[config.mk]
export PLATFORM = sky130hd
export DESIGN_NAME = dmac_top
export DESIGN_NICKNAME = d
export VERILOG_FILES = /design/src/rtl/dmac_pkg.sv /design/src/rtl/dmac_top.sv
export SDC_FILE = /design/constraint.sdc
export NUM_CORES = 1
export LEC_CHECK = 0
export BUFFER_PORTS_ARGS = -buffer_cell sky130_fd_sc_hd__buf_2
export CAP_MARGIN = 20
export CORE_MARGIN = 2
export CORE_UTILIZATION = 33
export CTS_BUF_LIST = sky130_fd_sc_hd__clkbuf_2 sky130_fd_sc_hd__clkbuf_4 sky130_fd_sc_hd__clkbuf_8
export DETAILED_ROUTE_END_ITERATION = 10
export PLACE_DENSITY_LB_ADDON = 0.2
export SYNTH_ARGS = -nofsm -noshare
export SYNTH_HDL_FRONTEND = slang
export SYNTH_SLANG_ARGS = --single-unit
[constraint.sdc]
create_clock -name clk_i -period 6.7 [get_ports clk_i]
set_clock_uncertainty 0.15 [all_clocks]
set_input_delay 1.005 -clock clk_i [delete_from_list [all_inputs] [get_ports clk_i]]
set_output_delay 1.005 -clock clk_i [all_outputs]
set_load 0.05 [all_outputs]
[src/rtl/dmac_pkg.sv]
// package: register map, control word layout and states of the two-channel dma
package dmac_pkg;
	// ------------------------------------------------------------
	// register map (index; byte address is four times the index)
	// ------------------------------------------------------------
	localparam int unsigned WB_ADR_W  = 10;
	localparam int unsigned PTR_W     = 20;
	localparam logic [3:0] CH0_BASE   = 4'hc;
	localparam logic [3:0] CH1_BASE   = 4'hd;
	localparam logic [3:0] FLD_SRC_LO = 4'h0;
	localparam logic [3:0] FLD_SRC_HI = 4'h2;
	localparam logic [3:0] FLD_DST_LO = 4'h4;
	localparam logic [3:0] FLD_DST_HI = 4'h6;
	localparam logic [3:0] FLD_CNT    = 4'h8;
	localparam logic [3:0] FLD_CTL    = 4'ha;
	localparam logic [7:0] OFS_CH0_SOURCE_LOW       = 8'hc0;
	localparam logic [7:0] OFS_CH0_SOURCE_HIGH      = 8'hc2;
	localparam logic [7:0] OFS_CH0_DEST_LOW         = 8'hc4;
	localparam logic [7:0] OFS_CH0_DEST_HIGH        = 8'hc6;
	localparam logic [7:0] OFS_CH0_TRANSFER_COUNTER = 8'hc8;
	localparam logic [7:0] OFS_CH0_CHANNEL_CONTROL  = 8'hca;
	localparam logic [7:0] OFS_CH1_SOURCE_LOW       = 8'hd0;
	localparam logic [7:0] OFS_CH1_SOURCE_HIGH      = 8'hd2;
	localparam logic [7:0] OFS_CH1_DEST_LOW         = 8'hd4;
	localparam logic [7:0] OFS_CH1_DEST_HIGH        = 8'hd6;
	localparam logic [7:0] OFS_CH1_TRANSFER_COUNTER = 8'hd8;
	localparam logic [7:0] OFS_CH1_CHANNEL_CONTROL  = 8'hda;
	// ------------------------------------------------------------
	// channel control word bits
	// ------------------------------------------------------------
	localparam int unsigned CTL_RUN  = 0;
	localparam int unsigned CTL_RWE  = 1;
	localparam int unsigned CTL_TOC  = 2;
	localparam int unsigned CTL_TRE  = 4;
	localparam int unsigned CTL_PRI  = 5;
	localparam int unsigned CTL_SYNC = 6;
	localparam int unsigned CTL_WORD = 8;
	localparam int unsigned CTL_SDN  = 9;
	localparam int unsigned CTL_SUP  = 10;
	localparam int unsigned CTL_SIO  = 11;
	localparam int unsigned CTL_DDN  = 12;
	localparam int unsigned CTL_DUP  = 13;
	localparam int unsigned CTL_DIO  = 14;
	localparam logic [15:0] CTL_STORE_MASK = 16'h7ff5;
	localparam logic [15:0] CTL_RESET      = 16'h0000;
	localparam logic [15:0] REG_RESET      = 16'h0000;
	localparam logic [1:0] SYNC_NONE = 2'h0;
	localparam logic [1:0] SYNC_SRC  = 2'h1;
	localparam logic [1:0] SYNC_DST  = 2'h2;
	localparam logic [1:0] DST_GAP_CLKS = 2'h2;
	localparam logic [PTR_W-1:0] STEP_BYTE = 20'h0_0001;
	localparam logic [PTR_W-1:0] STEP_WORD = 20'h0_0002;

	typedef enum logic [3:0] {
		S_IDLE  = 4'b0001,
		S_FETCH = 4'b0010,
		S_STORE = 4'b0100,
		S_GAP   = 4'b1000
	} dmac_state_t;
endpackage : dmac_pkg

[src/rtl/dmac_top.sv]
// dmac_top: two-channel dma engine with a classic wishbone register slave
//
// Functional notes
// - each channel moves up to 64K bytes or words, optionally stopping at count.
// - all registers writable while running; new values used on next transfer.
// - priority bit 1 wins over 0; equal priorities alternate transfers.
// - control write changes run flag only with run_write_enable; it reads zero.
// - timer_request_enable gates the timer request; control bit 3 is unused.
// - 20-bit pointer split over low word and four bits of the high word.
// - selected pointer steps by one for bytes, two for words, per transfer.
// - pointer with both step up and step down set stays constant.
// - each pointer picks memory or io space; any value, odd included.
// - counter decrements every transfer; stop at zero only with terminate_on_count.
// - modes are source synced, destination synced and unsynchronized.
// - source synced and unsynced may begin the next transfer immediately.
// - destination synced never prefetches; source read only after request.
// - destination synced releases bus, next cycle two clocks later.
// - dma wins over cpu except locked accesses; hold wins over dma.
// - plain interrupts do not stop dma; nmi blocks new transfers, one in progress completes.
// - cycles only with run flag set; synced modes also need a request.
// - reset clears run flags and abandons any transfer in progress.
// - channel blocks at c0..ca and d0..da in documented order.
// - a transfer is a fetch cycle from source then a store to destination.
//
// The implementer's own choice: register access over Wishbone.
`timescale 1ns/100ps
module dmac_top (
	input  wire logic                         clk_i,
	input  wire logic                         rst_i,
	input  wire logic                         wb_cyc_i,
	input  wire logic                         wb_stb_i,
	input  wire logic                         wb_we_i,
	input  wire logic [dmac_pkg::WB_ADR_W-1:0] wb_adr_i,
	input  wire logic [3:0]                   wb_sel_i,
	input  wire logic [31:0]                  wb_dat_i,
	output logic      [31:0]                  wb_dat_o,
	output logic                              wb_ack_o,
	input  wire logic [1:0]                   channel_request_i,
	input  wire logic                         timer_req_i,
	input  wire logic                         hold_req_i,
	input  wire logic                         nmi_i,
	input  wire logic                         cpu_lock_i,
	output logic                              mbus_cyc_o,
	output logic                              mbus_we_o,
	output logic      [dmac_pkg::PTR_W-1:0]    mbus_adr_o,
	output logic                              mbus_io_o,
	output logic                              mbus_word_o,
	output logic                              mbus_ch_o,
	output logic      [15:0]                  mbus_dat_o,
	input  wire logic [15:0]                  mbus_dat_i,
	input  wire logic                         mbus_ack_i,
	output logic      [1:0]                   run_o
);
	import dmac_pkg::*;

	// ------------------------------------------------------------
	// functions
	// ------------------------------------------------------------
	function automatic logic [15:0] merge16(input logic [15:0] old_v,
		input logic [15:0] new_v, input logic [1:0] sel);
		merge16 = {sel[1] ? new_v[15:8] : old_v[15:8],
			sel[0] ? new_v[7:0] : old_v[7:0]};
	endfunction : merge16

	function automatic logic [PTR_W-1:0] step_ptr(input logic [PTR_W-1:0] p,
		input logic up, input logic dn, input logic word);
		logic [PTR_W-1:0] amt;
		amt = word ? STEP_WORD : STEP_BYTE;
		if (up && !dn)
			step_ptr = p + amt;
		else if (dn && !up)
			step_ptr = p - amt;
		else
			step_ptr = p;
	endfunction : step_ptr

	// ------------------------------------------------------------
	// state
	// ------------------------------------------------------------
	logic [PTR_W-1:0] src_q [2];
	logic [PTR_W-1:0] dst_q [2];
	logic [15:0]      cnt_q [2];
	logic [15:0]      ctl_q [2];
	logic [1:0]       tpend_q;
	logic [3:0]       sy1_q, sy2_q, sy3_q, filt_q;
	dmac_state_t      st_q;
	logic             cur_q, last_q;
	logic [1:0]       gap_q;
	logic [15:0]      data_q;
	logic             wb_ack_q;
	logic [31:0]      wb_dat_q;

	// ------------------------------------------------------------
	// input synchronisers
	// ------------------------------------------------------------
	wire logic [3:0] sy_raw = {nmi_i, hold_req_i, channel_request_i};
	wire logic [3:0] filt_d = (~(sy2_q ^ sy3_q) & sy3_q)
		| ((sy2_q ^ sy3_q) & filt_q);
	wire logic [1:0] req_s  = filt_q[1:0];
	wire logic       hold_s = filt_q[2];
	wire logic       nmi_s  = filt_q[3];

	always_ff @(posedge clk_i) begin
		if (rst_i) begin
			sy1_q  <= 4'h0;
			sy2_q  <= 4'h0;
			sy3_q  <= 4'h0;
			filt_q <= 4'h0;
		end else begin
			sy1_q  <= sy_raw;
			sy2_q  <= sy1_q;
			sy3_q  <= sy2_q;
			filt_q <= filt_d;
		end
	end

	// ------------------------------------------------------------
	// register decode
	// ------------------------------------------------------------
	wire logic [7:0] idx    = wb_adr_i[WB_ADR_W-1:2];
	wire logic       ch_hit = (idx[7:4] == CH0_BASE) || (idx[7:4] == CH1_BASE);
	wire logic       wr_ch  = (idx[7:4] == CH1_BASE);
	wire logic [3:0] fld    = idx[3:0];
	wire logic       acc    = wb_cyc_i && wb_stb_i && !wb_ack_q;
	wire logic       wr_en  = acc && wb_we_i && ch_hit;
	wire logic       wr_slo = wr_en && (fld == FLD_SRC_LO);
	wire logic       wr_shi = wr_en && (fld == FLD_SRC_HI);
	wire logic       wr_dlo = wr_en && (fld == FLD_DST_LO);
	wire logic       wr_dhi = wr_en && (fld == FLD_DST_HI);
	wire logic       wr_cnt = wr_en && (fld == FLD_CNT);
	wire logic       wr_ctl = wr_en && (fld == FLD_CTL);
	wire logic [15:0] wd    = wb_dat_i[15:0];
	wire logic [1:0]  wsel  = wb_sel_i[1:0];
	wire logic [15:0] ctl_mrg = merge16(ctl_q[wr_ch], wd, wsel);

	logic [15:0] rd_val;
	always_comb begin
		rd_val = 16'h0000;
		if (ch_hit) begin
			case (fld)
			FLD_SRC_LO: rd_val = src_q[wr_ch][15:0];
			FLD_SRC_HI: rd_val = {12'h000, src_q[wr_ch][PTR_W-1:16]};
			FLD_DST_LO: rd_val = dst_q[wr_ch][15:0];
			FLD_DST_HI: rd_val = {12'h000, dst_q[wr_ch][PTR_W-1:16]};
			FLD_CNT:    rd_val = cnt_q[wr_ch];
			// enable bit and unused bit 3 read zero
			FLD_CTL:    rd_val = ctl_q[wr_ch] & CTL_STORE_MASK;
			default:    rd_val = 16'h0000;
			endcase
		end
	end

	// unmapped reads answer zero, unmapped writes are dropped
	always_ff @(posedge clk_i) begin
		if (rst_i) begin
			wb_ack_q <= 1'b0;
			wb_dat_q <= 32'h0000_0000;
		end else begin
			wb_ack_q <= acc;
			wb_dat_q <= {16'h0000, rd_val};
		end
	end

	// ------------------------------------------------------------
	// channel arbitration
	// ------------------------------------------------------------
	logic [1:0] run, toc, tre, pri, word, elig, req_ok;
	logic [1:0] sync [2];
	always_comb begin
		for (int c = 0; c < 2; c++) begin
			run[c]  = ctl_q[c][CTL_RUN];
			toc[c]  = ctl_q[c][CTL_TOC];
			tre[c]  = ctl_q[c][CTL_TRE];
			pri[c]  = ctl_q[c][CTL_PRI];
			word[c] = ctl_q[c][CTL_WORD];
			sync[c] = ctl_q[c][CTL_SYNC+:2];
			// synced modes need a pending request
			req_ok[c] = (sync[c] != SYNC_SRC && sync[c] != SYNC_DST)
				|| req_s[c] || tpend_q[c];
			// with terminate_on_count a zero count stops the channel
			elig[c] = run[c] && req_ok[c]
				&& !(toc[c] && cnt_q[c] == 16'h0000);
		end
	end

	// higher priority wins, equal priority alternates
	wire logic pick = (elig == 2'b11)
		? ((pri[0] != pri[1]) ? pri[1] : !last_q) : elig[1];
	// hold, nmi and locked cpu accesses keep dma off the bus
	wire logic start = (st_q == S_IDLE) && (elig != 2'b00)
		&& !hold_s && !nmi_s && !cpu_lock_i;
	wire logic done  = (st_q == S_STORE) && mbus_ack_i;
	wire logic cur_dst_sync = (sync[cur_q] == SYNC_DST);

	// ------------------------------------------------------------
	// channel registers
	// ------------------------------------------------------------
	always_ff @(posedge clk_i) begin
		if (rst_i) begin
			for (int c = 0; c < 2; c++) begin
				src_q[c] <= {4'h0, REG_RESET};
				dst_q[c] <= {4'h0, REG_RESET};
				cnt_q[c] <= REG_RESET;
				ctl_q[c] <= CTL_RESET;
			end
			tpend_q <= 2'b00;
		end else begin
			for (int c = 0; c < 2; c++) begin
				// timer request gated; set wins over clear
				tpend_q[c] <= (timer_req_i && tre[c])
					|| (tpend_q[c] && !(start && pick == c));
				if (done && cur_q == c) begin
					src_q[c] <= step_ptr(src_q[c], ctl_q[c][CTL_SUP],
						ctl_q[c][CTL_SDN], word[c]);
					dst_q[c] <= step_ptr(dst_q[c], ctl_q[c][CTL_DUP],
						ctl_q[c][CTL_DDN], word[c]);
					cnt_q[c] <= cnt_q[c] - 16'h0001;
					if (toc[c] && cnt_q[c] == 16'h0001)
						ctl_q[c][CTL_RUN] <= 1'b0;
				end
				// software writes override in the same cycle
				if (wr_ch == c) begin
					if (wr_slo)
						src_q[c][15:0] <= merge16(src_q[c][15:0], wd, wsel);
					if (wr_shi && wsel[0])
						src_q[c][PTR_W-1:16] <= wd[3:0];
					if (wr_dlo)
						dst_q[c][15:0] <= merge16(dst_q[c][15:0], wd, wsel);
					if (wr_dhi && wsel[0])
						dst_q[c][PTR_W-1:16] <= wd[3:0];
					if (wr_cnt)
						cnt_q[c] <= merge16(cnt_q[c], wd, wsel);
					if (wr_ctl) begin
						ctl_q[c][15:1] <= ctl_mrg[15:1]
							& CTL_STORE_MASK[15:1];
						// run flag only follows with run_write_enable
						if (wsel[0] && wd[CTL_RWE])
							ctl_q[c][CTL_RUN] <= wd[CTL_RUN];
					end
				end
			end
		end
	end

	// ------------------------------------------------------------
	// transfer sequencer
	// ------------------------------------------------------------
	always_ff @(posedge clk_i) begin
		if (rst_i) begin
			st_q        <= S_IDLE;
			cur_q       <= 1'b0;
			last_q      <= 1'b1;
			gap_q       <= 2'h0;
			data_q      <= 16'h0000;
			mbus_cyc_o  <= 1'b0;
			mbus_we_o   <= 1'b0;
			mbus_adr_o  <= {4'h0, REG_RESET};
			mbus_io_o   <= 1'b0;
			mbus_word_o <= 1'b0;
			mbus_ch_o   <= 1'b0;
		end else begin
			case (st_q)
			S_IDLE: begin
				if (start) begin
					cur_q       <= pick;
					last_q      <= pick;
					mbus_ch_o   <= pick;
					mbus_cyc_o  <= 1'b1;
					mbus_we_o   <= 1'b0;
					mbus_adr_o  <= src_q[pick];
					mbus_io_o   <= ctl_q[pick][CTL_SIO];
					mbus_word_o <= word[pick];
					st_q        <= S_FETCH;
				end
			end
			S_FETCH: begin
				if (mbus_ack_i) begin
					data_q      <= mbus_dat_i;
					mbus_we_o   <= 1'b1;
					mbus_adr_o  <= dst_q[cur_q];
					mbus_io_o   <= ctl_q[cur_q][CTL_DIO];
					st_q        <= S_STORE;
				end
			end
			S_STORE: begin
				if (mbus_ack_i) begin
					mbus_cyc_o <= 1'b0;
					mbus_we_o  <= 1'b0;
					// destination synced lets the bus go for a gap
					if (cur_dst_sync) begin
						gap_q <= DST_GAP_CLKS - 2'h2;
						st_q  <= S_GAP;
					end else begin
						// back to idle, next transfer may start at once
						st_q <= S_IDLE;
					end
				end
			end
			S_GAP: begin
				if (gap_q == 2'h0)
					st_q <= S_IDLE;
				else
					gap_q <= gap_q - 2'h1;
			end
			default: st_q <= S_IDLE;
			endcase
		end
	end

	assign mbus_dat_o = data_q;
	assign wb_ack_o   = wb_ack_q;
	assign wb_dat_o   = wb_dat_q;
	assign run_o      = run;

	// ------------------------------------------------------------
	// assertions
	// ------------------------------------------------------------
	wire logic [15:0]      cnt_cur = cnt_q[cur_q];
	wire logic [PTR_W-1:0] src_cur = src_q[cur_q];
	wire logic cur_sup = ctl_q[cur_q][CTL_SUP];
	wire logic cur_sdn = ctl_q[cur_q][CTL_SDN];

	property p_reset_stops;
		@(posedge clk_i) rst_i |=> (run == 2'b00) && !mbus_cyc_o;
	endproperty
	a_reset_stops: assert property (p_reset_stops)
		else $error("reset left a channel running");

	property p_count_dec;
		@(posedge clk_i) disable iff (rst_i)
		(done && !wr_en) |=> cnt_cur == $past(cnt_cur) - 16'h0001;
	endproperty
	a_count_dec: assert property (p_count_dec)
		else $error("counter did not decrement by one");

	property p_toc_stop;
		@(posedge clk_i) disable iff (rst_i)
		(done && !wr_en && toc[cur_q] && cnt_cur == 16'h0001)
			|=> !run[cur_q] && !elig[cur_q];
	endproperty
	a_toc_stop: assert property (p_toc_stop)
		else $error("channel kept running at zero count");

	property p_ptr_hold;
		@(posedge clk_i) disable iff (rst_i)
		(done && !wr_en && cur_sup && cur_sdn) |=> src_cur == $past(src_cur);
	endproperty
	a_ptr_hold: assert property (p_ptr_hold)
		else $error("pointer moved with both directions set");

	property p_word_step;
		@(posedge clk_i) disable iff (rst_i)
		(done && !wr_en && cur_sup && !cur_sdn && word[cur_q])
			|=> src_cur == $past(src_cur) + STEP_WORD;
	endproperty
	a_word_step: assert property (p_word_step)
		else $error("word transfer did not step pointer by two");

	property p_dst_gap;
		@(posedge clk_i) disable iff (rst_i)
		(done && cur_dst_sync) |=> !mbus_cyc_o [*2];
	endproperty
	a_dst_gap: assert property (p_dst_gap)
		else $error("destination synced transfer skipped the bus gap");

	property p_dst_no_prefetch;
		@(posedge clk_i) disable iff (rst_i)
		($rose(mbus_cyc_o) && cur_dst_sync)
			|-> (mbus_ch_o ? $past(req_s[1] || tpend_q[1])
				: $past(req_s[0] || tpend_q[0]));
	endproperty
	a_dst_no_prefetch: assert property (p_dst_no_prefetch)
		else $error("destination synced fetch without a request");

	property p_hold_wins;
		@(posedge clk_i) disable iff (rst_i)
		(st_q == S_IDLE && hold_s) |=> !mbus_cyc_o;
	endproperty
	a_hold_wins: assert property (p_hold_wins)
		else $error("dma started against a hold request");

	property p_nmi_halts;
		@(posedge clk_i) disable iff (rst_i)
		(st_q == S_IDLE && nmi_s) |=> !mbus_cyc_o;
	endproperty
	a_nmi_halts: assert property (p_nmi_halts)
		else $error("dma started while nmi pending");

	property p_run_needed;
		@(posedge clk_i) disable iff (rst_i)
		$rose(mbus_cyc_o)
			|-> (mbus_ch_o ? $past(run[1]) : $past(run[0]));
	endproperty
	a_run_needed: assert property (p_run_needed)
		else $error("fetch on a stopped channel");
endmodule : dmac_top

# Word level (Yosys, flattened, before mapping)
# Memory sizes are Yosys's and may differ from the RTL's. A register that Yosys moved wholly into a read port is not among the register bits.
# Cells that the tools add are included.
# W data, S select, Z words.
# classes
n_reduce_logical	85
n_bitwise	31
add_sub_neg	11
mux	154
n_eq_ne	26
n_lt_le_gt_ge	2
# op_table
op	n
$mux W20	22
$mux W16	8
$mux W8	13
$pmux W16 S6	1
$mux W1	84
$logic_and A1 B1 Y1	44
$add A20 B2 Y20	2
$add A20 B20 Y20	2
$pmux W20 S2	1
$sub A20 B2 Y20	2
$sub A20 B20 Y20	2
$mux W4	9
$eq A16 B1 Y1 const B	2
$logic_not A16 Y1	2
$sub A16 B1 Y16 const B	2
$mux W12	2
$or A1 B1 Y1	22
$eq A4 B4 Y1 const B	5
$logic_not A1 Y1	17
$mux W2	8
$ne A2 B2 Y1 const B	8
$pmux W4 S4	1
$eq A4 B3 Y1 const B	3
$reduce_and A4 Y1	3
other kinds (26)	44
# word_totals
mem_bits_rw	138
out_inout_bits	76
input_bits	74
ff_bits	99
memories	4
# mem_list
memory	words	word_bits	rd	rd_ports_with_merged_regs	wr	line	source
dst_q	2	20	4	1	2	dmac_top.sv:81	logic [PTR_W-1:0] dst_q [2];
src_q	2	20	4	0	2	dmac_top.sv:80	logic [PTR_W-1:0] src_q [2];
cnt_q	2	16	3	0	2	dmac_top.sv:82	logic [15:0] cnt_q [2];
ctl_q	2	13	5	1	2	dmac_top.sv:83	logic [15:0] ctl_q [2];

# Depth between registers and ports, before layout
# Gate-level depths: netlist of the first run.
# An unclocked memory read counts as a cell.
# depth
depth_word	16
mapped_depth	11
mapped_depth_nobuf	11

# Worst setup path after synthesis of the first run
# OpenSTA, ideal clock, no wires.
# synth_timing
path_type	reg2reg
from	memory ctl_q[1][10] in the netlist's numbering
to	memory dst_q[1][18] (data pin)
required_ps	6291
path_stages_with_launch	11
arrival_time_ps	2916
slack_ps	3374
path_buffers	0
setup_ps	259
cell_sequence	edfxtp_1 nand2b_1 nand2b_1 fa_1 a211oi_1 nor3_1 or3b_1 a311oi_1 o31ai_1 xnor2_1 o21ai_1
# synth_lines
element	line
start, declared	dmac_top.sv:83
end, declared	dmac_top.sv:81

==> out/results.tsv, run 1 <==
stage	metric	value	unit
worst_setup_path	start_kind	register	
global_route	grt_max_degree	61	
logic_synthesis	postSynthAreaPerCell	9.07	sq um
detailed_routing	wirelength	58400	um
timing	finalCritPeriodShare	60.5	%
global_route	grt_pass1_wl	84100	um
logic_synthesis	synth_edf_count	138	
logic_synthesis	ys_seq_area_share	38.0	%
logic_synthesis	ys_async_sr_fraction	0	%
final_layout	final_cell_mix	255 x nand2_1, 148 x nor2_1, 138 x edfxtp_1	
timing	slew-limit-headroom	21.9	%
logic_synthesis	syn_area	15300	sq um
placed_design	dp_hpwl	42800	um
status	status	finished clean	
job	cap_violations	0	
clock_network	cts.sinks	222	
global_route	grt_pass1_vias	12967	
detailed_routing	vias	14141	
global_route	overflow	0	
final_layout	fin_util	37.9	%
detailed_routing	drt_first_pass_iters	5	
detailed_routing	drt-initial-drc-count	1493	
worst_setup_path	crit_path_top_delay_cell	nand2b_1	
floorplan	rows	78	
power_and_ir_drop	p_per_area	206	nW/um^2
floorplan	die_h	220	um
final_layout	drive_above_1_share	14.5	%
logic_synthesis	synthCells	1690	
power_and_ir_drop	leakage	6.73	nW
timing	max_slew.worst_pin.slew	1.17	ns
floorplan	die_w	220	um
detailed_routing	wl_per_cell	24.1	um
timing	fin_setup_tns	0	ns
clock_network	cts-resized-gates	0	
clock_network	cts_tree	yes	
logic_synthesis	synth_warnings	0	
placed_design	io_buffer_count	113	
clock_network	cts_buffers	42	
clock_network	post_cts_buffers	0	
timing	period_needed	4.05	ns
global_route	top_usage_layer	met2	
global_route	grt_use_total	23.7	%
worst_setup_path	worstPathMaxFanout	19	
clock_network	clkTransAtPathRegs	0.07	ns
hold_path	hold_path.class	register to register	
clock_network	cts_root_buffer	clkbuf_8	
final_layout	final_common_cell	nand2_1	
clock_network	cts.hold.buffers_added	0	
global_route	antenna_found_initial	0	
global_route	use_met1	33.5	%
floorplan	fp.coreArea	45600	sq um
final_layout	final_net_count	1950	
logic_synthesis	synthFlopType	edfxtp_1	
worst_setup_path	path_cells	nand2b_1 > nand2b_1 > ha_1 > a211o_1 > a21oi_1 > a21oi_1 > a311oi_1 > nor2_1 > mux2i_1 > o221ai_1	
worst_setup_path	arrival	4.25	ns
timing	drv_slew	0	
clock_network	clockBufferDepth	3	
detailed_routing	routed_via_density	5.84	
clock_network	clock_latency	0.62	ns
detailed_routing	detail-route-antenna-nets	0	
timing	hold_viol_final	0	
worst_setup_path	path_class	register to register	
global_route	grtUsageMet2	35.5	%
final_layout	area_growth	12.6	%
timing	hold_slack	0.288	ns
power_and_ir_drop	power	3.55	mW
final_layout	antenna_cells	0	
power_and_ir_drop	ir_drop	116	uV
placed_design	gp_congestion	0.985	
detailed_routing	drc	0	
timing	max_clock_freq	247	MHz
timing	rsz0062_at_grt	false	
floorplan	io_pins	150	
timing	setup_viol	0	
final_layout	fill_cells	4647	
worst_setup_path	endpoint_kind	register	
logic_synthesis	synth_cell_types	88	
floorplan	start_util	33.6	%
worst_setup_path	slowest_delay	0.68	ns
worst_setup_path	cp.required	6.90	ns
floorplan	dieArea	48200	sq um
clock_network	htree_levels	2	
global_route	use_met3	4.17	%
logic_synthesis	synth_seq_cells	222	
==> synthesized netlist by cell type (20+ instances only) <==
cell type	instances	area share [%]
nand2_1	255	6.2
nor2_1	150	3.7
edfxtp_1	138	27
a21oi_1	109	3.6
o21ai_0	94	3.1
dfxtp_1	84	11
ha_1	83	6.8
clkbuf_1	56	1.4
mux2i_1	54	3.5
xor2_1	46	2.6
xnor2_1	44	2.5
nand3_1	35	1.1
o31ai_1	33	1.6
a21o_1	32	1.6
inv_1	30	0.73
a31oi_1	28	1.1
a221oi_1	27	1.5
nor3_1	26	0.85
a221o_1	23	1.5
nand2b_1	22	0.90
nor2b_1	20	0.82
==> logic make-up after synthesis <==
family	Yosys count	synth area share, %
adder cells (fa/ha/maj)	88	7.36
flip-flops	222	38.0
AO/OA/AOI/OAI	485	21.3
multiplexers	74	5.31
buffers and inverters	125	4.07
other	1	0.0245
XOR/XNOR	90	5.14
AND/OR/NAND/NOR	605	18.8
==> sequential cells by signal, indices dropped and copies added, names as in the netlist, named ones only <==
register / cells
cur_q: 1
mbus_io_o: 1
mbus_adr_o: 20
wb_ack_o: 1
tpend_q: 2
sy2_q: 4
mbus_we_o: 1
ctl_q: 26
mbus_dat_o: 16
wb_dat_o: 16
dst_q: 40
gap_q: 2
mbus_word_o: 1
last_q: 1
mbus_cyc_o: 1
src_q: 40
sy3_q: 4
st_q: 4
cnt_q: 32
sy1_q: 4
==> report_power, final <==
group / switching, mW / internal, mW
sequential: 0.0568 / 1.49
clock: 0.628 / 0.795
combinational: 0.380 / 0.201
total: 1.06 / 2.49
==> critical path, delay by kind of cell, from the launching register on <==
family                   cells  cell delay, ns
flip-flops                   1            0.45
multiplexers                 1            0.17
AND/OR/NAND/NOR              3            1.22
adder cells (fa/ha/maj)      1            0.30
AO/OA/AOI/OAI                5            1.49
==> routing by layer <==
metal | vias to the layer above | wire [um]
li1 | 6490 | -
met1 | 6894 | 25500
met2 | 635 | 25100
met3 | 122 | 5160
met4 | 0 | 2580
met5 | - | 0
==> area by class of cell <==
class                      instances  area, sq um  share of cell area (%)
sequential                       222         5830                    33.7
tap                              600          751                    4.35
clock inverter                    12         86.3                   0.500
multi-input combinational       1358         8970                    52.0
clock buffer                      65          795                    4.60
inverter                          31          116                   0.674
timing repair buffer             134          721                    4.17
==> final timing paths <==
path | startpoint | endpoint | slack, ns | cells after the start
setup reg to reg | ctl_q[0][10]$_SDFFCE_PN0P_ | dst_q[0][19]$_SDFFCE_PN0P_ | 2.65 | 10
hold reg to reg | sy1_q[1]$_SDFF_PP0_ | sy2_q[1]$_SDFF_PP0_ | 0.29 | 1
setup / recovery | ctl_q[0][10]$_SDFFCE_PN0P_ | dst_q[0][19]$_SDFFCE_PN0P_ | 2.65 | 10
hold / removal | sy1_q[1]$_SDFF_PP0_ | sy2_q[1]$_SDFF_PP0_ | 0.29 | 1
==> stage by stage <==
step / instances / instance area, sq um / setup slack [ns]
2_1_floorplan: 1705 / 15400 / 3.37
3_3_place_gp: 2342 / 16400 / 1.81
3_5_place_dp: 2343 / 16400 / 1.71
4_1_cts: 2420 / 17300 / 2.38
5_1_grt: 2422 / 17300 / 2.37
6_report: 2422 / 17300 / 2.65
No activity file was read; power rests on OpenSTA's default activity.
==> inputs of run 2 (changes only) <==
==> constraint.sdc (replaced) <==
create_clock -name clk_i -period 3.34 [get_ports clk_i]
set_clock_uncertainty 0.15 [all_clocks]
set_input_delay 0.501 -clock clk_i [delete_from_list [all_inputs] [get_ports clk_i]]
set_output_delay 0.501 -clock clk_i [all_outputs]
set_load 0.05 [all_outputs]
==> run 2 against run 1 <==
Register-to-register slack got worse by 2.5 ns. Sequential share of layout area fell by 1.6 points. Sequential power rose by 100%.
==> out/results.tsv, run 2 (synthesis gave the netlist of run 1 again) <==
stage	metric	value	unit	change
status	status	finished clean		
power_and_ir_drop	swShare	30.3	%	+0.34 points
timing	slew-limit-headroom	24.6	%	+2.7 points
floorplan	io_pins	150		unchanged
power_and_ir_drop	ir_drop	226	uV	+94%
timing	fin_setup_tns	0	ns	unchanged
final_layout	stdcell_area	18100	sq um	+4.9%
power_and_ir_drop	clkPwrFrac	40.9	%	+0.8 points
worst_setup_path	endpoint_kind	register		
global_route	grt_use_total	24.2	%	+0.44 points
detailed_routing	wl_per_cell	23.6	um	-2.0%
placed_design	gp_congestion	0.963		-2.3%
final_layout	final_common_cell	nand2_1		
worst_setup_path	path_class	register to register		
timing	period_needed	3.23	ns	-0.822 ns
clock_network	clock_latency	0.64	ns	+0.02 ns
global_route	overflow	0		unchanged
floorplan	fp.coreArea	45600	sq um	unchanged
final_layout	antenna_cells	0		unchanged
timing	setup_viol	0		unchanged
final_layout	final_cell_mix	255 x nand2_1, 148 x nor2_1, 138 x edfxtp_1		
clock_network	cts.sinks	222		unchanged
hold_path	hold_path.class	input pin to register		
timing	max_clock_freq	309	MHz	+25%
timing	rsz0062_at_grt	false		
worst_setup_path	start_kind	register		
final_layout	final_net_count	2039		+4.6%
floorplan	rows	78		unchanged
worst_setup_path	worstPathMaxFanout	18		-1
placed_design	io_buffer_count	113		unchanged
clock_network	post_cts_buffers	0		unchanged
job	cap_violations	0		unchanged
detailed_routing	drt_first_pass_iters	6		+1
power_and_ir_drop	share_comb_of_total_power	16.8	%	+0.5 points
worst_setup_path	crit_path_top_delay_cell	edfxtp_1		
clock_network	htree_levels	2		unchanged
detailed_routing	drc	0		unchanged
clock_network	clkTransAtPathRegs	0.06	ns	about the same
detailed_routing	vias	14399		+1.8%
worst_setup_path	cp.required	3.55	ns	-3.35 ns
floorplan	dieArea	48200	sq um	unchanged
detailed_routing	wirelength	59500	um	+1.8%
worst_setup_path	path_cells	nand2b_1 > buf_12 > ha_1 > nor2b_1 > o31a_1 > o21bai_1 > a31oi_1 > a311oi_1 > xor2_1 > a211oi_1		
timing	setup_slack	0.107	ns	-2.54 ns
clock_network	cts_buffers	44		+4.8%
floorplan	die_h	220	um	unchanged
global_route	antenna_found_initial	1		+1
clock_network	clockBufferDepth	3		unchanged
power_and_ir_drop	leakage	7.21	nW	+7.1%
worst_setup_path	slowest_delay	0.42	ns	-0.26 ns
final_layout	drive_above_1_share	17.8	%	+3.3 points
power_and_ir_drop	internal_power	5.11	mW	+110%
global_route	grt_pass1_vias	13397		+3.3%
global_route	grt_max_degree	53		-13%
power_and_ir_drop	power	7.34	mW	+110%
detailed_routing	drt-initial-drc-count	1743		+17%
clock_network	cts_tree	yes		
clock_network	cts_root_buffer	clkbuf_8		
worst_setup_path	arrival	3.45	ns	-0.80 ns
timing	drv_slew	0		unchanged
final_layout	reg.largest.list	dst_q x40, src_q x40, cnt_q x32		
detailed_routing	routed_via_density	5.73		-1.9%
timing	finalCritPeriodShare	96.8	%	+36 points
floorplan	die_w	220	um	unchanged
power_and_ir_drop	p_seq_share	42.3	%	-1.3 points
detailed_routing	detail-route-antenna-nets	0		unchanged
worst_setup_path	critPathBufInv	1		+1
final_layout	area_growth	18.2	%	
global_route	grt_pass1_wl	86100	um	+2.4%
power_and_ir_drop	p_sw	2.22	mW	+110%
timing	max_slew.worst_pin.slew	1.13	ns	-0.0411 ns
placed_design	dp_hpwl	44300	um	+3.6%
placed_design	dpl-instance-area	16900	sq um	+3.3%
floorplan	start_util	33.6	%	unchanged
worst_setup_path	critical-path-top-delay-family	compound AO/OA/AOI/OAI gates		
timing	hold_viol_final	0		unchanged
power_and_ir_drop	p_per_area	405	nW/um^2	+97%
placed_design	dpl_worst_slack	0.0587	ns	-1.65 ns
## run 2: power by group through the flow
stage	clock (mW)	combinational, mW	sequential, mW
global placement	0	1.18	3.16
floorplan	0	0.788	3.15
global route	3.19	1.32	3.11
detailed placement	0	1.18	3.16
finish	3.00	1.23	3.11
CTS	3.06	1.21	3.10
## run 2: worst paths after layout
check | startpoint | endpoint | slack, ns | cells past startpoint
setup / recovery | ctl_q[0][7]$_SDFFCE_PN0P_ | src_q[0][14]$_SDFFCE_PN0P_ | 0.11 | 10
hold / removal | mbus_ack_i | st_q[1]$_SDFFE_PP0P_ | 0.1 | 3
setup reg to reg | ctl_q[0][7]$_SDFFCE_PN0P_ | src_q[0][14]$_SDFFCE_PN0P_ | 0.11 | 10
hold reg to reg | sy1_q[0]$_SDFF_PP0_ | sy2_q[0]$_SDFF_PP0_ | 0.29 | 1
## run 2: cell type report
type	count	area [sq um]
well taps	600	751
clock buffers	63	811
fillers	4501	27500
clock inverters	19	144
multi-input cells	1358	8980
inverters	31	116
flip-flops and latches	222	5830
repair buffers	221	1490
## run 2: through the flow
stage	instances	utilization (%)	hold WS, ns
after floorplan	1705	-	0.264
after global placement	2409	37.1	0.270
after detailed placement	2409	37.1	0.275
after CTS	2514	39.7	0.0452
after global routing	2514	39.8	0.0880
final	2514	39.8	0.0984
## run 2: per-layer routing
layer  up-vias  global-route usage, %  routed length [um]
met1      6928                   34.4               26400
met3       131                   3.45                4730
met2       678                   36.8               26000
li1       6662                      -                   -
met4         0                   9.32                2320
met5         -                      0                   0
## run 2: worst reg2reg max path, stage by stage (launching register included)
cell and delay [ns]:
edfxtp_1 0.42, nand2b_1 0.27, buf_12 0.21, ha_1 0.29
nor2b_1 0.14, o31a_1 0.26, o21bai_1 0.32, a31oi_1 0.22
a311oi_1 0.37, xor2_1 0.21, a211oi_1 0.09
## run 2: what timing repair did
action | in CTS | in global routing
resized for setup | 0 | 9
setup endpoints to repair | 0 | 15
hold endpoints to repair | 23 | 0
hold buffers | 23 | 0
